===== src/io_space_pkg.sv =====
// constants, opcodes and register map of the memory-mapped i/o register space
// assumes one core clock and one access per cycle from the processor core
// Behaviour
// - bit set/clear only at i/o 0x00-0x1f
// - skip ops test any bit in low range
// - flag bits clear on written one only
// - bit set/clear touches only the addressed bit
// - i/o read/write decode addresses 0x00-0x3f only
// - data-space address is i/o address plus 0x20
// - i/o opcode field covers exactly 64 locations
// - extended region 0x60-0xff reachable by load/store only
// - extra port registers exist only on large variant
package io_space_pkg;

  // access kinds the core can issue
  typedef enum logic [2:0] {
    io_read_op,
    io_write_op,
    io_bit_set_op,
    io_bit_clear_op,
    skip_if_io_bit_set,
    skip_if_io_bit_clear,
    memory_read_op,
    memory_write_op
  } op_t;

  // address space figures
  localparam logic [7:0] IO_DATA_OFFSET = 8'h20; // i/o to data-space distance
  localparam logic [1:0] IO_FIELD_HIGH_ZERO = 2'h0; // bits above a 6-bit i/o field
  localparam logic [7:0] BIT_IO_LAST = 8'h1f; // last bit-addressable i/o address
  localparam logic [7:0] REG_RESET = 8'h00; // reset value of every register
  localparam logic [7:0] ALL_BITS = 8'hff; // full-byte write mask
  localparam logic [7:0] ONE_BIT = 8'h01; // seed of a single-bit mask

  // general-purpose ports: a-g always, h and j on the large variant only
  localparam int NPORT = 9;
  localparam int NPORT_BASE = 7;
  localparam logic [7:0] PORT_PIN_ADDR [NPORT] =
    '{8'h20, 8'h23, 8'h26, 8'h29, 8'h2c, 8'h2f, 8'h32, 8'hdb, 8'hd8};
  localparam logic [7:0] PORT_DIR_ADDR [NPORT] =
    '{8'h21, 8'h24, 8'h27, 8'h2a, 8'h2d, 8'h30, 8'h33, 8'hdc, 8'hd9};
  localparam logic [7:0] PORT_OUT_ADDR [NPORT] =
    '{8'h22, 8'h25, 8'h28, 8'h2b, 8'h2e, 8'h31, 8'h34, 8'hdd, 8'hda};
  localparam logic [7:0] PORT_PIN_MASK [NPORT] =
    '{8'hff, 8'hff, 8'hff, 8'hff, 8'hff, 8'hff, 8'h3f, 8'h7f, 8'hff};
  localparam logic [7:0] PORT_CTL_MASK [NPORT] =
    '{8'hff, 8'hff, 8'hff, 8'hff, 8'hff, 8'hff, 8'h1f, 8'h7f, 8'hff};

  // other registers: data address, writable bits, write-one-to-clear bits
  // the first NFLAG entries are hardware-set flag registers
  localparam int NMISC = 20;
  localparam int NFLAG = 4;
  localparam int IDX_EXT_MASK = 4;
  localparam int IDX_SP_LOW = 17;
  localparam int IDX_SP_HIGH = 18;
  localparam int IDX_STATUS = 19;
  localparam logic [7:0] MISC_ADDR [NMISC] =
    '{8'h35, 8'h36, 8'h37, 8'h3c, 8'h3d, 8'h3e, 8'h3f, 8'h40, 8'h41, 8'h42,
      8'h43, 8'h44, 8'h46, 8'h53, 8'h54, 8'h55, 8'h57, 8'h5d, 8'h5e, 8'h5f};
  localparam logic [7:0] MISC_WMASK [NMISC] =
    '{8'h00, 8'h00, 8'h00, 8'h00, 8'hf1, 8'hff, 8'h0f, 8'hff, 8'hff, 8'h07,
      8'h83, 8'hff, 8'hff, 8'h0f, 8'h1f, 8'hf3, 8'hdf, 8'hff, 8'hff, 8'hff};
  localparam logic [7:0] MISC_W1C [NMISC] =
    '{8'h03, 8'h27, 8'h03, 8'hf1, 8'h00, 8'h00, 8'h00, 8'h00, 8'h00, 8'h00,
      8'h00, 8'h00, 8'h00, 8'h00, 8'h00, 8'h00, 8'h00, 8'h00, 8'h00, 8'h00};

endpackage : io_space_pkg


===== src/io_register_space_decoder.sv =====
// decoder and storage for the core's memory-mapped i/o register space
// assumes the core presents at most one access per clock, held for one cycle,
// and that pin inputs and flag events are already synchronous to sys_clk_i
`timescale 1ns/1ns
module io_register_space_decoder #(
  parameter bit LARGE_VARIANT = 1'b1 // extra ports h and j present
) (
  input wire logic sys_clk_i, // core clock
  input wire logic sys_rst_i, // synchronous reset, active high
  input wire logic acc_valid_i, // access request this cycle
  input wire io_space_pkg::op_t acc_op_i, // access kind
  input wire logic [7:0] acc_addr_i, // i/o address or data-space address
  input wire logic [2:0] acc_bit_i, // bit index for bit ops
  input wire logic [7:0] acc_wdata_i, // write data
  input wire logic [io_space_pkg::NPORT*8-1:0] port_pin_i, // pin levels, port a lowest
  input wire logic [io_space_pkg::NFLAG*8-1:0] flag_set_i, // flag set events
  output logic acc_ack_o, // access completed, one cycle after request
  output logic acc_err_o, // access refused by the decoder
  output logic [7:0] acc_rdata_o, // read data
  output logic acc_skip_o, // bit test met its condition
  output logic [io_space_pkg::NPORT*8-1:0] port_dir_o, // direction latches
  output logic [io_space_pkg::NPORT*8-1:0] port_out_o, // output latches
  output logic [io_space_pkg::NFLAG*8-1:0] flag_o, // current flag registers
  output logic [7:0] ext_int_mask_o, // external interrupt mask register
  output logic [15:0] stack_pointer_o, // stack pointer high and low
  output logic [7:0] cpu_status_o // processor status register
);

  // access classification
  logic is_io; // whole-byte i/o instruction
  logic is_bit; // single-bit i/o instruction
  logic is_mem; // load/store family
  logic is_write; // access changes state
  logic legal; // decoder accepts the address
  logic [7:0] data_addr; // unified data-space address
  logic wr_en; // write strobe to all registers
  logic [7:0] wr_mask; // bits the write may touch
  logic [7:0] wr_data; // value offered to those bits

  // per-register read contributions, or-ed together
  logic [7:0] port_rd [io_space_pkg::NPORT];
  logic [7:0] misc_rd [io_space_pkg::NMISC];
  logic [7:0] misc_q [io_space_pkg::NMISC];
  logic [7:0] rd_val; // value of the addressed register

  // answer registers
  logic ack_r, ack_nxt;
  logic err_r, err_nxt;
  logic skip_r, skip_nxt;
  logic [7:0] rdata_r, rdata_nxt;

  // classify the access and form the data-space address
  always_comb begin
    is_io = (acc_op_i == io_space_pkg::io_read_op) ||
            (acc_op_i == io_space_pkg::io_write_op);
    is_bit = (acc_op_i == io_space_pkg::io_bit_set_op) ||
             (acc_op_i == io_space_pkg::io_bit_clear_op) ||
             (acc_op_i == io_space_pkg::skip_if_io_bit_set) ||
             (acc_op_i == io_space_pkg::skip_if_io_bit_clear);
    is_mem = (acc_op_i == io_space_pkg::memory_read_op) ||
             (acc_op_i == io_space_pkg::memory_write_op);
    is_write = (acc_op_i == io_space_pkg::io_write_op) ||
               (acc_op_i == io_space_pkg::io_bit_set_op) ||
               (acc_op_i == io_space_pkg::io_bit_clear_op) ||
               (acc_op_i == io_space_pkg::memory_write_op);
    // load/store sees the whole space, i/o ops are shifted up
    if (is_mem) begin
      data_addr = acc_addr_i;
    end else begin
      data_addr = 8'({io_space_pkg::IO_FIELD_HIGH_ZERO, acc_addr_i[5:0]}
                     + io_space_pkg::IO_DATA_OFFSET);
    end
    // legality by instruction family
    if (is_mem) begin
      legal = 1'b1;
    end else if (is_io) begin
      legal = (acc_addr_i[7:6] == io_space_pkg::IO_FIELD_HIGH_ZERO);
    end else if (is_bit) begin
      legal = (acc_addr_i <= io_space_pkg::BIT_IO_LAST);
    end else begin
      legal = 1'b0;
    end
  end

  // write strobe, mask and data
  always_comb begin
    wr_en = acc_valid_i && legal && is_write;
    if (is_bit) begin
      // only the addressed bit is offered, so neighbouring flags are left alone
      wr_mask = 8'(io_space_pkg::ONE_BIT << acc_bit_i);
      if (acc_op_i == io_space_pkg::io_bit_set_op) begin
        wr_data = io_space_pkg::ALL_BITS;
      end else begin
        wr_data = io_space_pkg::REG_RESET;
      end
    end else begin
      wr_mask = io_space_pkg::ALL_BITS;
      wr_data = acc_wdata_i;
    end
  end

  // port registers: pins read-only, direction and output latch writable
  genvar p;
  generate
    for (p = 0; p < io_space_pkg::NPORT; p++) begin : g_port
      logic [7:0] dir_r, dir_nxt; // direction latch
      logic [7:0] out_r, out_nxt; // output latch
      logic present; // port exists in this variant
      logic hit_pin, hit_dir, hit_out; // address decode

      // decode and next-state for this port
      always_comb begin
        present = (p < io_space_pkg::NPORT_BASE) || LARGE_VARIANT;
        hit_pin = present && (data_addr == io_space_pkg::PORT_PIN_ADDR[p]);
        hit_dir = present && (data_addr == io_space_pkg::PORT_DIR_ADDR[p]);
        hit_out = present && (data_addr == io_space_pkg::PORT_OUT_ADDR[p]);
        dir_nxt = dir_r;
        out_nxt = out_r;
        // reserved bits stay zero through the control mask
        if (wr_en && hit_dir) begin
          dir_nxt = ((dir_r & ~wr_mask) | (wr_data & wr_mask))
                    & io_space_pkg::PORT_CTL_MASK[p];
        end
        if (wr_en && hit_out) begin
          out_nxt = ((out_r & ~wr_mask) | (wr_data & wr_mask))
                    & io_space_pkg::PORT_CTL_MASK[p];
        end
        // read contribution
        if (hit_pin) begin
          port_rd[p] = port_pin_i[p*8 +: 8] & io_space_pkg::PORT_PIN_MASK[p];
        end else if (hit_dir) begin
          port_rd[p] = dir_r;
        end else if (hit_out) begin
          port_rd[p] = out_r;
        end else begin
          port_rd[p] = io_space_pkg::REG_RESET;
        end
      end

      // register the latches
      always_ff @(posedge sys_clk_i) begin
        if (sys_rst_i) begin
          dir_r <= io_space_pkg::REG_RESET;
          out_r <= io_space_pkg::REG_RESET;
        end else begin
          dir_r <= dir_nxt;
          out_r <= out_nxt;
        end
      end

      // drive the pad controls
      assign port_dir_o[p*8 +: 8] = dir_r;
      assign port_out_o[p*8 +: 8] = out_r;
    end
  endgenerate

  // other registers: plain storage, or flags that hardware sets
  genvar m;
  generate
    for (m = 0; m < io_space_pkg::NMISC; m++) begin : g_misc
      logic [7:0] val_r, val_nxt; // register contents
      logic [7:0] set_ev; // hardware set events
      logic [7:0] clr_ev; // software clear strobes
      logic hit; // address decode

      // next-state for this register
      always_comb begin
        hit = (data_addr == io_space_pkg::MISC_ADDR[m]);
        if (m < io_space_pkg::NFLAG) begin
          set_ev = flag_set_i[(m % io_space_pkg::NFLAG)*8 +: 8]
                   & io_space_pkg::MISC_W1C[m];
        end else begin
          set_ev = io_space_pkg::REG_RESET;
        end
        // a written one clears the flag, a written zero leaves it
        if (wr_en && hit) begin
          clr_ev = wr_data & wr_mask & io_space_pkg::MISC_W1C[m];
        end else begin
          clr_ev = io_space_pkg::REG_RESET;
        end
        // storage bits take data under the mask, reserved bits never move
        if (wr_en && hit) begin
          val_nxt = (val_r & ~(wr_mask & io_space_pkg::MISC_WMASK[m]))
                    | (wr_data & wr_mask & io_space_pkg::MISC_WMASK[m]);
        end else begin
          val_nxt = val_r;
        end
        // a set in the same cycle as a clear wins
        val_nxt = (val_nxt & ~clr_ev) | set_ev;
        misc_rd[m] = hit ? val_r : io_space_pkg::REG_RESET;
      end

      // register the contents
      always_ff @(posedge sys_clk_i) begin
        if (sys_rst_i) begin
          val_r <= io_space_pkg::REG_RESET;
        end else begin
          val_r <= val_nxt;
        end
      end

      assign misc_q[m] = val_r;
    end
  endgenerate

  // flag registers out
  genvar f;
  generate
    for (f = 0; f < io_space_pkg::NFLAG; f++) begin : g_flag_out
      assign flag_o[f*8 +: 8] = misc_q[f];
    end
  endgenerate

  // selected control registers out
  assign ext_int_mask_o = misc_q[io_space_pkg::IDX_EXT_MASK];
  assign stack_pointer_o = {misc_q[io_space_pkg::IDX_SP_HIGH], misc_q[io_space_pkg::IDX_SP_LOW]};
  assign cpu_status_o = misc_q[io_space_pkg::IDX_STATUS];

  // read mux: decodes are one-hot, unmapped addresses read zero
  always_comb begin
    rd_val = io_space_pkg::REG_RESET;
    for (int i = 0; i < io_space_pkg::NPORT; i++) begin
      rd_val = rd_val | port_rd[i];
    end
    for (int j = 0; j < io_space_pkg::NMISC; j++) begin
      rd_val = rd_val | misc_rd[j];
    end
  end

  // answer next-state
  always_comb begin
    ack_nxt = acc_valid_i;
    err_nxt = acc_valid_i && !legal;
    rdata_nxt = rdata_r;
    skip_nxt = 1'b0;
    if (acc_valid_i && legal) begin
      if (is_write) begin
        rdata_nxt = io_space_pkg::REG_RESET;
      end else begin
        rdata_nxt = rd_val;
      end
      // bit tests compare the addressed bit
      if (acc_op_i == io_space_pkg::skip_if_io_bit_set) begin
        skip_nxt = rd_val[acc_bit_i];
      end else if (acc_op_i == io_space_pkg::skip_if_io_bit_clear) begin
        skip_nxt = !rd_val[acc_bit_i];
      end
    end else if (acc_valid_i) begin
      rdata_nxt = io_space_pkg::REG_RESET;
    end
  end

  // register the answer
  always_ff @(posedge sys_clk_i) begin
    if (sys_rst_i) begin
      ack_r <= 1'b0;
      err_r <= 1'b0;
      skip_r <= 1'b0;
      rdata_r <= io_space_pkg::REG_RESET;
    end else begin
      ack_r <= ack_nxt;
      err_r <= err_nxt;
      skip_r <= skip_nxt;
      rdata_r <= rdata_nxt;
    end
  end

  assign acc_ack_o = ack_r;
  assign acc_err_o = err_r;
  assign acc_skip_o = skip_r;
  assign acc_rdata_o = rdata_r;

endmodule : io_register_space_decoder


===== config.mk =====
export PLATFORM = sky130hd
export DESIGN_NAME = io_register_space_decoder
export DESIGN_NICKNAME = d
export VERILOG_FILES = /design/src/io_space_pkg.sv /design/src/io_register_space_decoder.sv
export SDC_FILE = /design/constraint.sdc
export NUM_CORES = 1
export LEC_CHECK = 0
export ABC_AREA = 1
export BUFFER_PORTS_ARGS = -buffer_cell sky130_fd_sc_hd__clkbuf_2
export CAP_MARGIN = 10
export CORE_ASPECT_RATIO = 1.25
export CORE_MARGIN = 2
export CORE_UTILIZATION = 25
export DETAILED_ROUTE_END_ITERATION = 10
export GPL_TIMING_DRIVEN = 0
export PLACE_DENSITY_LB_ADDON = 0.08
export SLEW_MARGIN = 5
export SYNTH_ARGS = -nofsm -noshare
export SYNTH_HDL_FRONTEND = slang
export SYNTH_SLANG_ARGS = --single-unit

===== constraint.sdc =====
create_clock -name sys_clk_i -period 2.8 [get_ports sys_clk_i]
set_clock_uncertainty 0.1 [all_clocks]
set_input_delay 0.56 -clock sys_clk_i [delete_from_list [all_inputs] [get_ports sys_clk_i]]
set_output_delay 0.56 -clock sys_clk_i [all_outputs]
set_load 0.05 [all_outputs]

Word-level counts from Yosys, hierarchy flattened --
Cells that the tools add are included.
Storage, ports and cells: bits in registers 307, word-level logic and storage cells 338
Cells by class: $add $sub $neg 1, $lt $le $gt $ge 2, equality and inequality tests 54, shift-type cells 1, multiplexer cells 65, bitwise operators 118, reductions and logical operators 55
Operators with widths (count):
- $or A8 B8 Y8 | 55
- $mux W8 | 52
- $and A8 B8 Y8 | 35
- $eq A8 B6 Y1 const B | 28
- $eq A8 B7 Y1 const B | 13
- $not A8 Y8 | 9
- $eq A8 B8 Y1 const B | 6
- $logic_and A1 B1 Y1 | 41
- $or A8 B2 Y8 | 2
- $or A8 B4 Y8 | 2
- $and A7 B7 Y7 | 2
- $mux W7 | 2
- $or A7 B7 Y7 | 2
- $eq A3 B3 Y1 const B | 4
- $and A5 B5 Y5 | 2
- $or A5 B5 Y5 | 2
- $le A8 B5 Y1 const B | 1
- $logic_or A1 B1 Y1 | 8
- $not A3 Y8 | 1
- $not A4 Y8 | 1
- $not A5 Y8 | 1
- $or A8 B3 Y8 | 1
- $or A8 B5 Y8 | 1
- $or A8 B6 Y8 | 1
- other kinds (16) | 24

Longest topological paths before layout --
depth after elaboration 40, mapped depth 20, depth with buffers taken out 20

Worst setup path after synthesis --
Ideal clock, no wire load.
kind input-to-reg, from input acc_addr_i[0], to register skip_r (netlist: acc_skip_o), library setup time 115 ps, data arrival time 2096 ps, required time 2585 ps, slack 489 ps, stages on the path 17, buffers on the path 1, path through nor2_1 -> inv_1 -> nor2_1 -> clkbuf_1 -> nand3_1 -> o21ai_0 -> inv_1 -> nand3_1 -> nor2_1 -> nand3_1 -> nand2_1 -> nand2_1 -> nor2_1 -> nand2_1 -> nand3_1 -> nand2_1 -> nor2_1
On the way: cells in the longest elaborated chain, start to end 39, elaborated cells on any way between the ends 136, classes of those cells add/sub: 1; order compare: 1; eq/ne: 47; mux: 55; bitwise: 29; reduce/logical: 3
RTL lines:
- from (decl) | RTL line io_register_space_decoder.sv:12 | input wire logic [7:0] acc_addr_i,
- $add A6 B6 Y7 | RTL line io_register_space_decoder.sv:71 | + io_space_pkg::IO_DATA_OFFSET);
- $mux W8 | RTL line io_register_space_decoder.sv:67 | if (is_mem) begin
- $eq A8 B6 Y1 | RTL line io_register_space_decoder.sv:116 | hit_out = present && (data_addr == io_space_pkg::PORT_OUT_ADDR[p]);
- $mux W8 | RTL line io_register_space_decoder.sv:133 | end else if (hit_out) begin
- $mux W8 | RTL line io_register_space_decoder.sv:131 | end else if (hit_dir) begin
- $mux W8 | RTL line io_register_space_decoder.sv:129 | if (hit_pin) begin
- $or A8 B8 Y8 (8 in a row) | RTL line io_register_space_decoder.sv:223 | rd_val = rd_val | port_rd[i];
- $or A8 B8 Y8 (20 in a row) | RTL line io_register_space_decoder.sv:226 | rd_val = rd_val | misc_rd[j];
- $bmux W1 S3 | RTL line io_register_space_decoder.sv:244, io_register_space_decoder.sv:246
- $mux W1 (not written as such) | RTL line io_register_space_decoder.sv:244, io_register_space_decoder.sv:246
- $logic_not A1 Y1 | RTL line io_register_space_decoder.sv:246 | skip_nxt = !rd_val[acc_bit_i];
- $mux W1 | RTL line io_register_space_decoder.sv:245 | end else if (acc_op_i == io_space_pkg::skip_if_io_bit_clear) begin
- $mux W1 | RTL line io_register_space_decoder.sv:243 | if (acc_op_i == io_space_pkg::skip_if_io_bit_set) begin
- to (signal assigned) | RTL line io_register_space_decoder.sv:263 | skip_r <= skip_nxt;
- to (decl) | RTL line io_register_space_decoder.sv:49 | logic skip_r, skip_nxt;
Parallel ways exist; a longest one is shown, timed or not. The select of a mux whose other input is x is not followed. A chain may end at the register's enable or synchronous reset.

Final worst setup path --
from input acc_op_i[1], to register skip_r (netlist: acc_skip_o)
On the way: cells in the longest elaborated chain, start to end 40, elaborated cells on any way between the ends 147, classes of those cells eq/ne: 54; mux: 55; bitwise: 29; reduce/logical: 9
RTL lines:
- from (decl) | RTL line io_register_space_decoder.sv:11 | input wire io_space_pkg::op_t acc_op_i,
- $eq A3 B3 Y1 (on tied branches) | RTL line io_register_space_decoder.sv:60, io_register_space_decoder.sv:61
- $logic_or A1 B1 Y1 | RTL line io_register_space_decoder.sv:60 | is_mem = (acc_op_i == io_space_pkg::memory_read_op) ||
- $mux W8 | RTL line io_register_space_decoder.sv:67
- $eq A8 B6 Y1 | RTL line io_register_space_decoder.sv:116
- $mux W8 | RTL line io_register_space_decoder.sv:133
- $mux W8 | RTL line io_register_space_decoder.sv:131
- $mux W8 | RTL line io_register_space_decoder.sv:129
- $or A8 B8 Y8 (8 in a row) | RTL line io_register_space_decoder.sv:223
- $or A8 B8 Y8 (20 in a row) | RTL line io_register_space_decoder.sv:226
- $bmux W1 S3 | RTL line io_register_space_decoder.sv:244, io_register_space_decoder.sv:246
- $mux W1 (not written as such) | RTL line io_register_space_decoder.sv:244, io_register_space_decoder.sv:246
- $logic_not A1 Y1 | RTL line io_register_space_decoder.sv:246
- $mux W1 | RTL line io_register_space_decoder.sv:245
- $mux W1 | RTL line io_register_space_decoder.sv:243
Parallel ways exist; a longest one is shown, timed or not. The select of a mux whose other input is x is not followed.

==> run_results.csv <==
group,metric,value,unit
status,outcome,"complete, but fails checks",
status,violations,"negative setup slack",
clock_tree,clk_pin_slew_worst_paths,0.06,ns
clock_tree,cts.root.buffer_cell,"clkbuf_16",
setup_path,required,3.14,ns
timing,rsz0062_at_grt,"true",
timing,maxSlewViolCount,0,
yosys,synth.area.top_cells,"dfxtp_1 (39%), nand2_1 (21%), nand3_1 (8.8%)",
flow_run,max_cap_violations,0,
setup_path,cp-end-kind,"register",
drt,via_count,16395,
drt,drcViolationCount,0,
layout,fin_nets,2634,
pwr,power_density,545,nW/um2
grt,grt_pass1_wl,116,mm
grt,grt_usage,0.294,
setup_path,cpMaxStageDelayCell,"nand4_1",
grt,grt_max_degree,12,
yosys,synth-seq-cells,261,
place,gp_congestion,1.00,
floorplanning,die_width,212,um
timing,tns,-0.0399,ns
pwr,peakVddDrop,0.272,mV
yosys,ys_seq_area_frac,0.386,
floorplanning,placeableCoreArea,53600,um2
layout,drive_gt1_frac,0.198,
grt,grt-ovfl-total,0,
setup_path,path_cells,"clkbuf_2 > nand2_2 > nor2_1 > nand2_1 > nand2_2 > buf_6 > buf_2 > nand4_1 > nand3_1 > nor2_1 > nand2_1 > nor2_1 > nand3_1 > nand2_1 > nand2_1 > nor2_1 > nand2_1 > nand3_1 > nand2_1 > nor2_1",
timing,finalSetupViolations,1,
setup_path,cp_common_cell,"nand2_1",
floorplanning,rows,95,
floorplanning,initial_utilization,0.252,
clock_tree,cts_buffer_depth,3,
layout,area_delta_synth_final,28.3,%
drt,drt-pass1-iter-count,6,
timing,fin_crit,2.84,ns
timing,finalHoldViolCount,0,
clock_tree,hold_buffers,0,
drt,vias_per_cell,5.04,
yosys,yosys_warnings,0,
setup_path,start_kind,"input port",
grt,grt_pass1_vias,15533,
setup_path,path_class,"in2reg",
timing,clock.fmax,352,MHz
hold_path,hold_path.class,"in2reg",
yosys,synth.distinct_cells,29,
yosys,synth_ff_type,"dfxtp_1",
place,place_hpwl,65.8,mm
grt,antenna_found_initial,0,
pwr,p_total,0.00946,W
floorplanning,die_area,56000,um2
drt,ant_nets,0,
clock_tree,numCtsBuffers,34,
clock_tree,clk_latency,0.56,ns
floorplanning,ioPinCount,348,
setup_path,arrival,3.18,ns
clock_tree,tritoncts,"built",
floorplanning,die_h,264,um
timing,tightest_slew,1.29,ns
yosys,synth-edff-count,0,
yosys,synth.top_cell.area_share,0.386,
yosys,avgSynthCellArea,6.32,um2
yosys,syn_inst,2143,
setup_path,critPathMaxFanout,10,
yosys,synthesis.area,13500,um2
clock_tree,clock_sinks,261,
timing,layout_setup_ws,-0.0399,ns
setup_path,cp_slowest_stage_delay,0.33,ns
drt,wirelength,84.1,mm
yosys,ys_async_sr_fraction,0,
pwr,p_leak,7.31,nW
yosys,synth_top_area_cell,"dfxtp_1",
drt,drt-initial-drc-count,1570,
drt,routedWlPerCell,25.8,um
layout,n_antenna_cell,0,
timing,slew_headroom,0.132,
place,io_buffers,293,
timing,final.period_utilization,1.01,
clock_tree,htree_num_levels,2,
[layout by cell type, fill, tap and decap left out, types with 4 or more instances in the layout]
cell,n
clkinv_1,6
nand3_2,10
clkbuf_16,37
buf_1,4
a22oi_1,6
a211oi_1,45
inv_1,119
nand2_1,750
inv_2,10
conb_1,30
buf_6,8
nor2_4,7
clkbuf_2,310
a21oi_1,212
nor2_1,193
nand3_1,234
clkbuf_8,9
clkinv_2,7
buf_4,35
buf_2,26
nand4_1,46
o21ai_1,20
o21ai_0,31
nand2_2,7
clkbuf_1,66
nor2_2,25
dfxtp_1,261
[metrics by stage]
step	setup WS [ns]	hold slack, ns	cell area (um2)	cells	util
2_1_floorplan	0.489	0.335	13600	2172	-
3_3_place_gp	-1.15	0.348	16000	3192	0.299
3_5_place_dp	-1.15	0.356	16000	3194	0.299
4_1_cts	-0.0908	0.100	17300	3254	0.322
5_1_grt	-0.0854	0.133	17400	3256	0.324
6_report	-0.0399	0.123	17400	3256	0.324
[critical path, delay by kind of cell]
family | cells | cell delay [ns]
AND/OR/NAND/NOR | 17 | 1.94
buffers and inverters | 3 | 0.67
[cell type report]
| type | instances | area [um2] |
|---|---|---|
| buffer | 146 | 774 |
| clock buffer | 53 | 1080 |
| clock inverter | 7 | 38.8 |
| fill | 6097 | 36200 |
| inverter | 138 | 527 |
| multi-input combinational | 1627 | 7310 |
| sequential | 261 | 5230 |
| tap | 727 | 910 |
| timing repair buffer | 297 | 1500 |
[cell families after synthesis]
kind of cell    share of synthesized area
flops                               0.386
other cells                      0.000277
simple gates                        0.393
compound gates                      0.127
buf+inv                            0.0935
[report_power, final]
| group | switching (W) | internal (W) | total [W] |
|---|---|---|---|
| Sequential | 0.0000203 | 0.00373 | 0.00375 |
| Combinational | 0.000986 | 0.000207 | 0.00119 |
| Clock | 0.00188 | 0.00264 | 0.00452 |
[repair_timing]
action	CTS	global route
pin swaps	0	1
buffers inserted	0	2
setup endpoints to repair	122	31
gates resized for setup	39	28
[synthesized netlist by cell type (10+ instances only)]
cell and count:
nor2_2 11, a211oi_1 45, nor2_1 213, clkbuf_1 78, nand3_1 239, o21ai_0 31
buf_2 25, buf_4 33, inv_2 10, nand4_1 46, o21ai_1 20, dfxtp_1 261
a21oi_1 213, nand2_1 755, inv_1 120
[metal layers]
layer  share of wire  GRT usage  vias up
met4           0.053      0.147        0
li1                -          -     7662
met1            0.40      0.356     7757
met2            0.49      0.504      803
met5               0          0        -
met3           0.061     0.0421      173
[path summary, 6_finish.rpt]
path	slack (ns)	end	startpoint	cells after the start
worst max register to register	0.51	acc_skip_o	register	12
worst min-delay path	0.12	g_misc[1].val_r[2]	flag_set_i[10]	3
worst max-delay path	-0.04	acc_skip_o	acc_op_i[1]	20
worst min register to register	0.37	register	register	2
(Power assumes the default switching activity.)
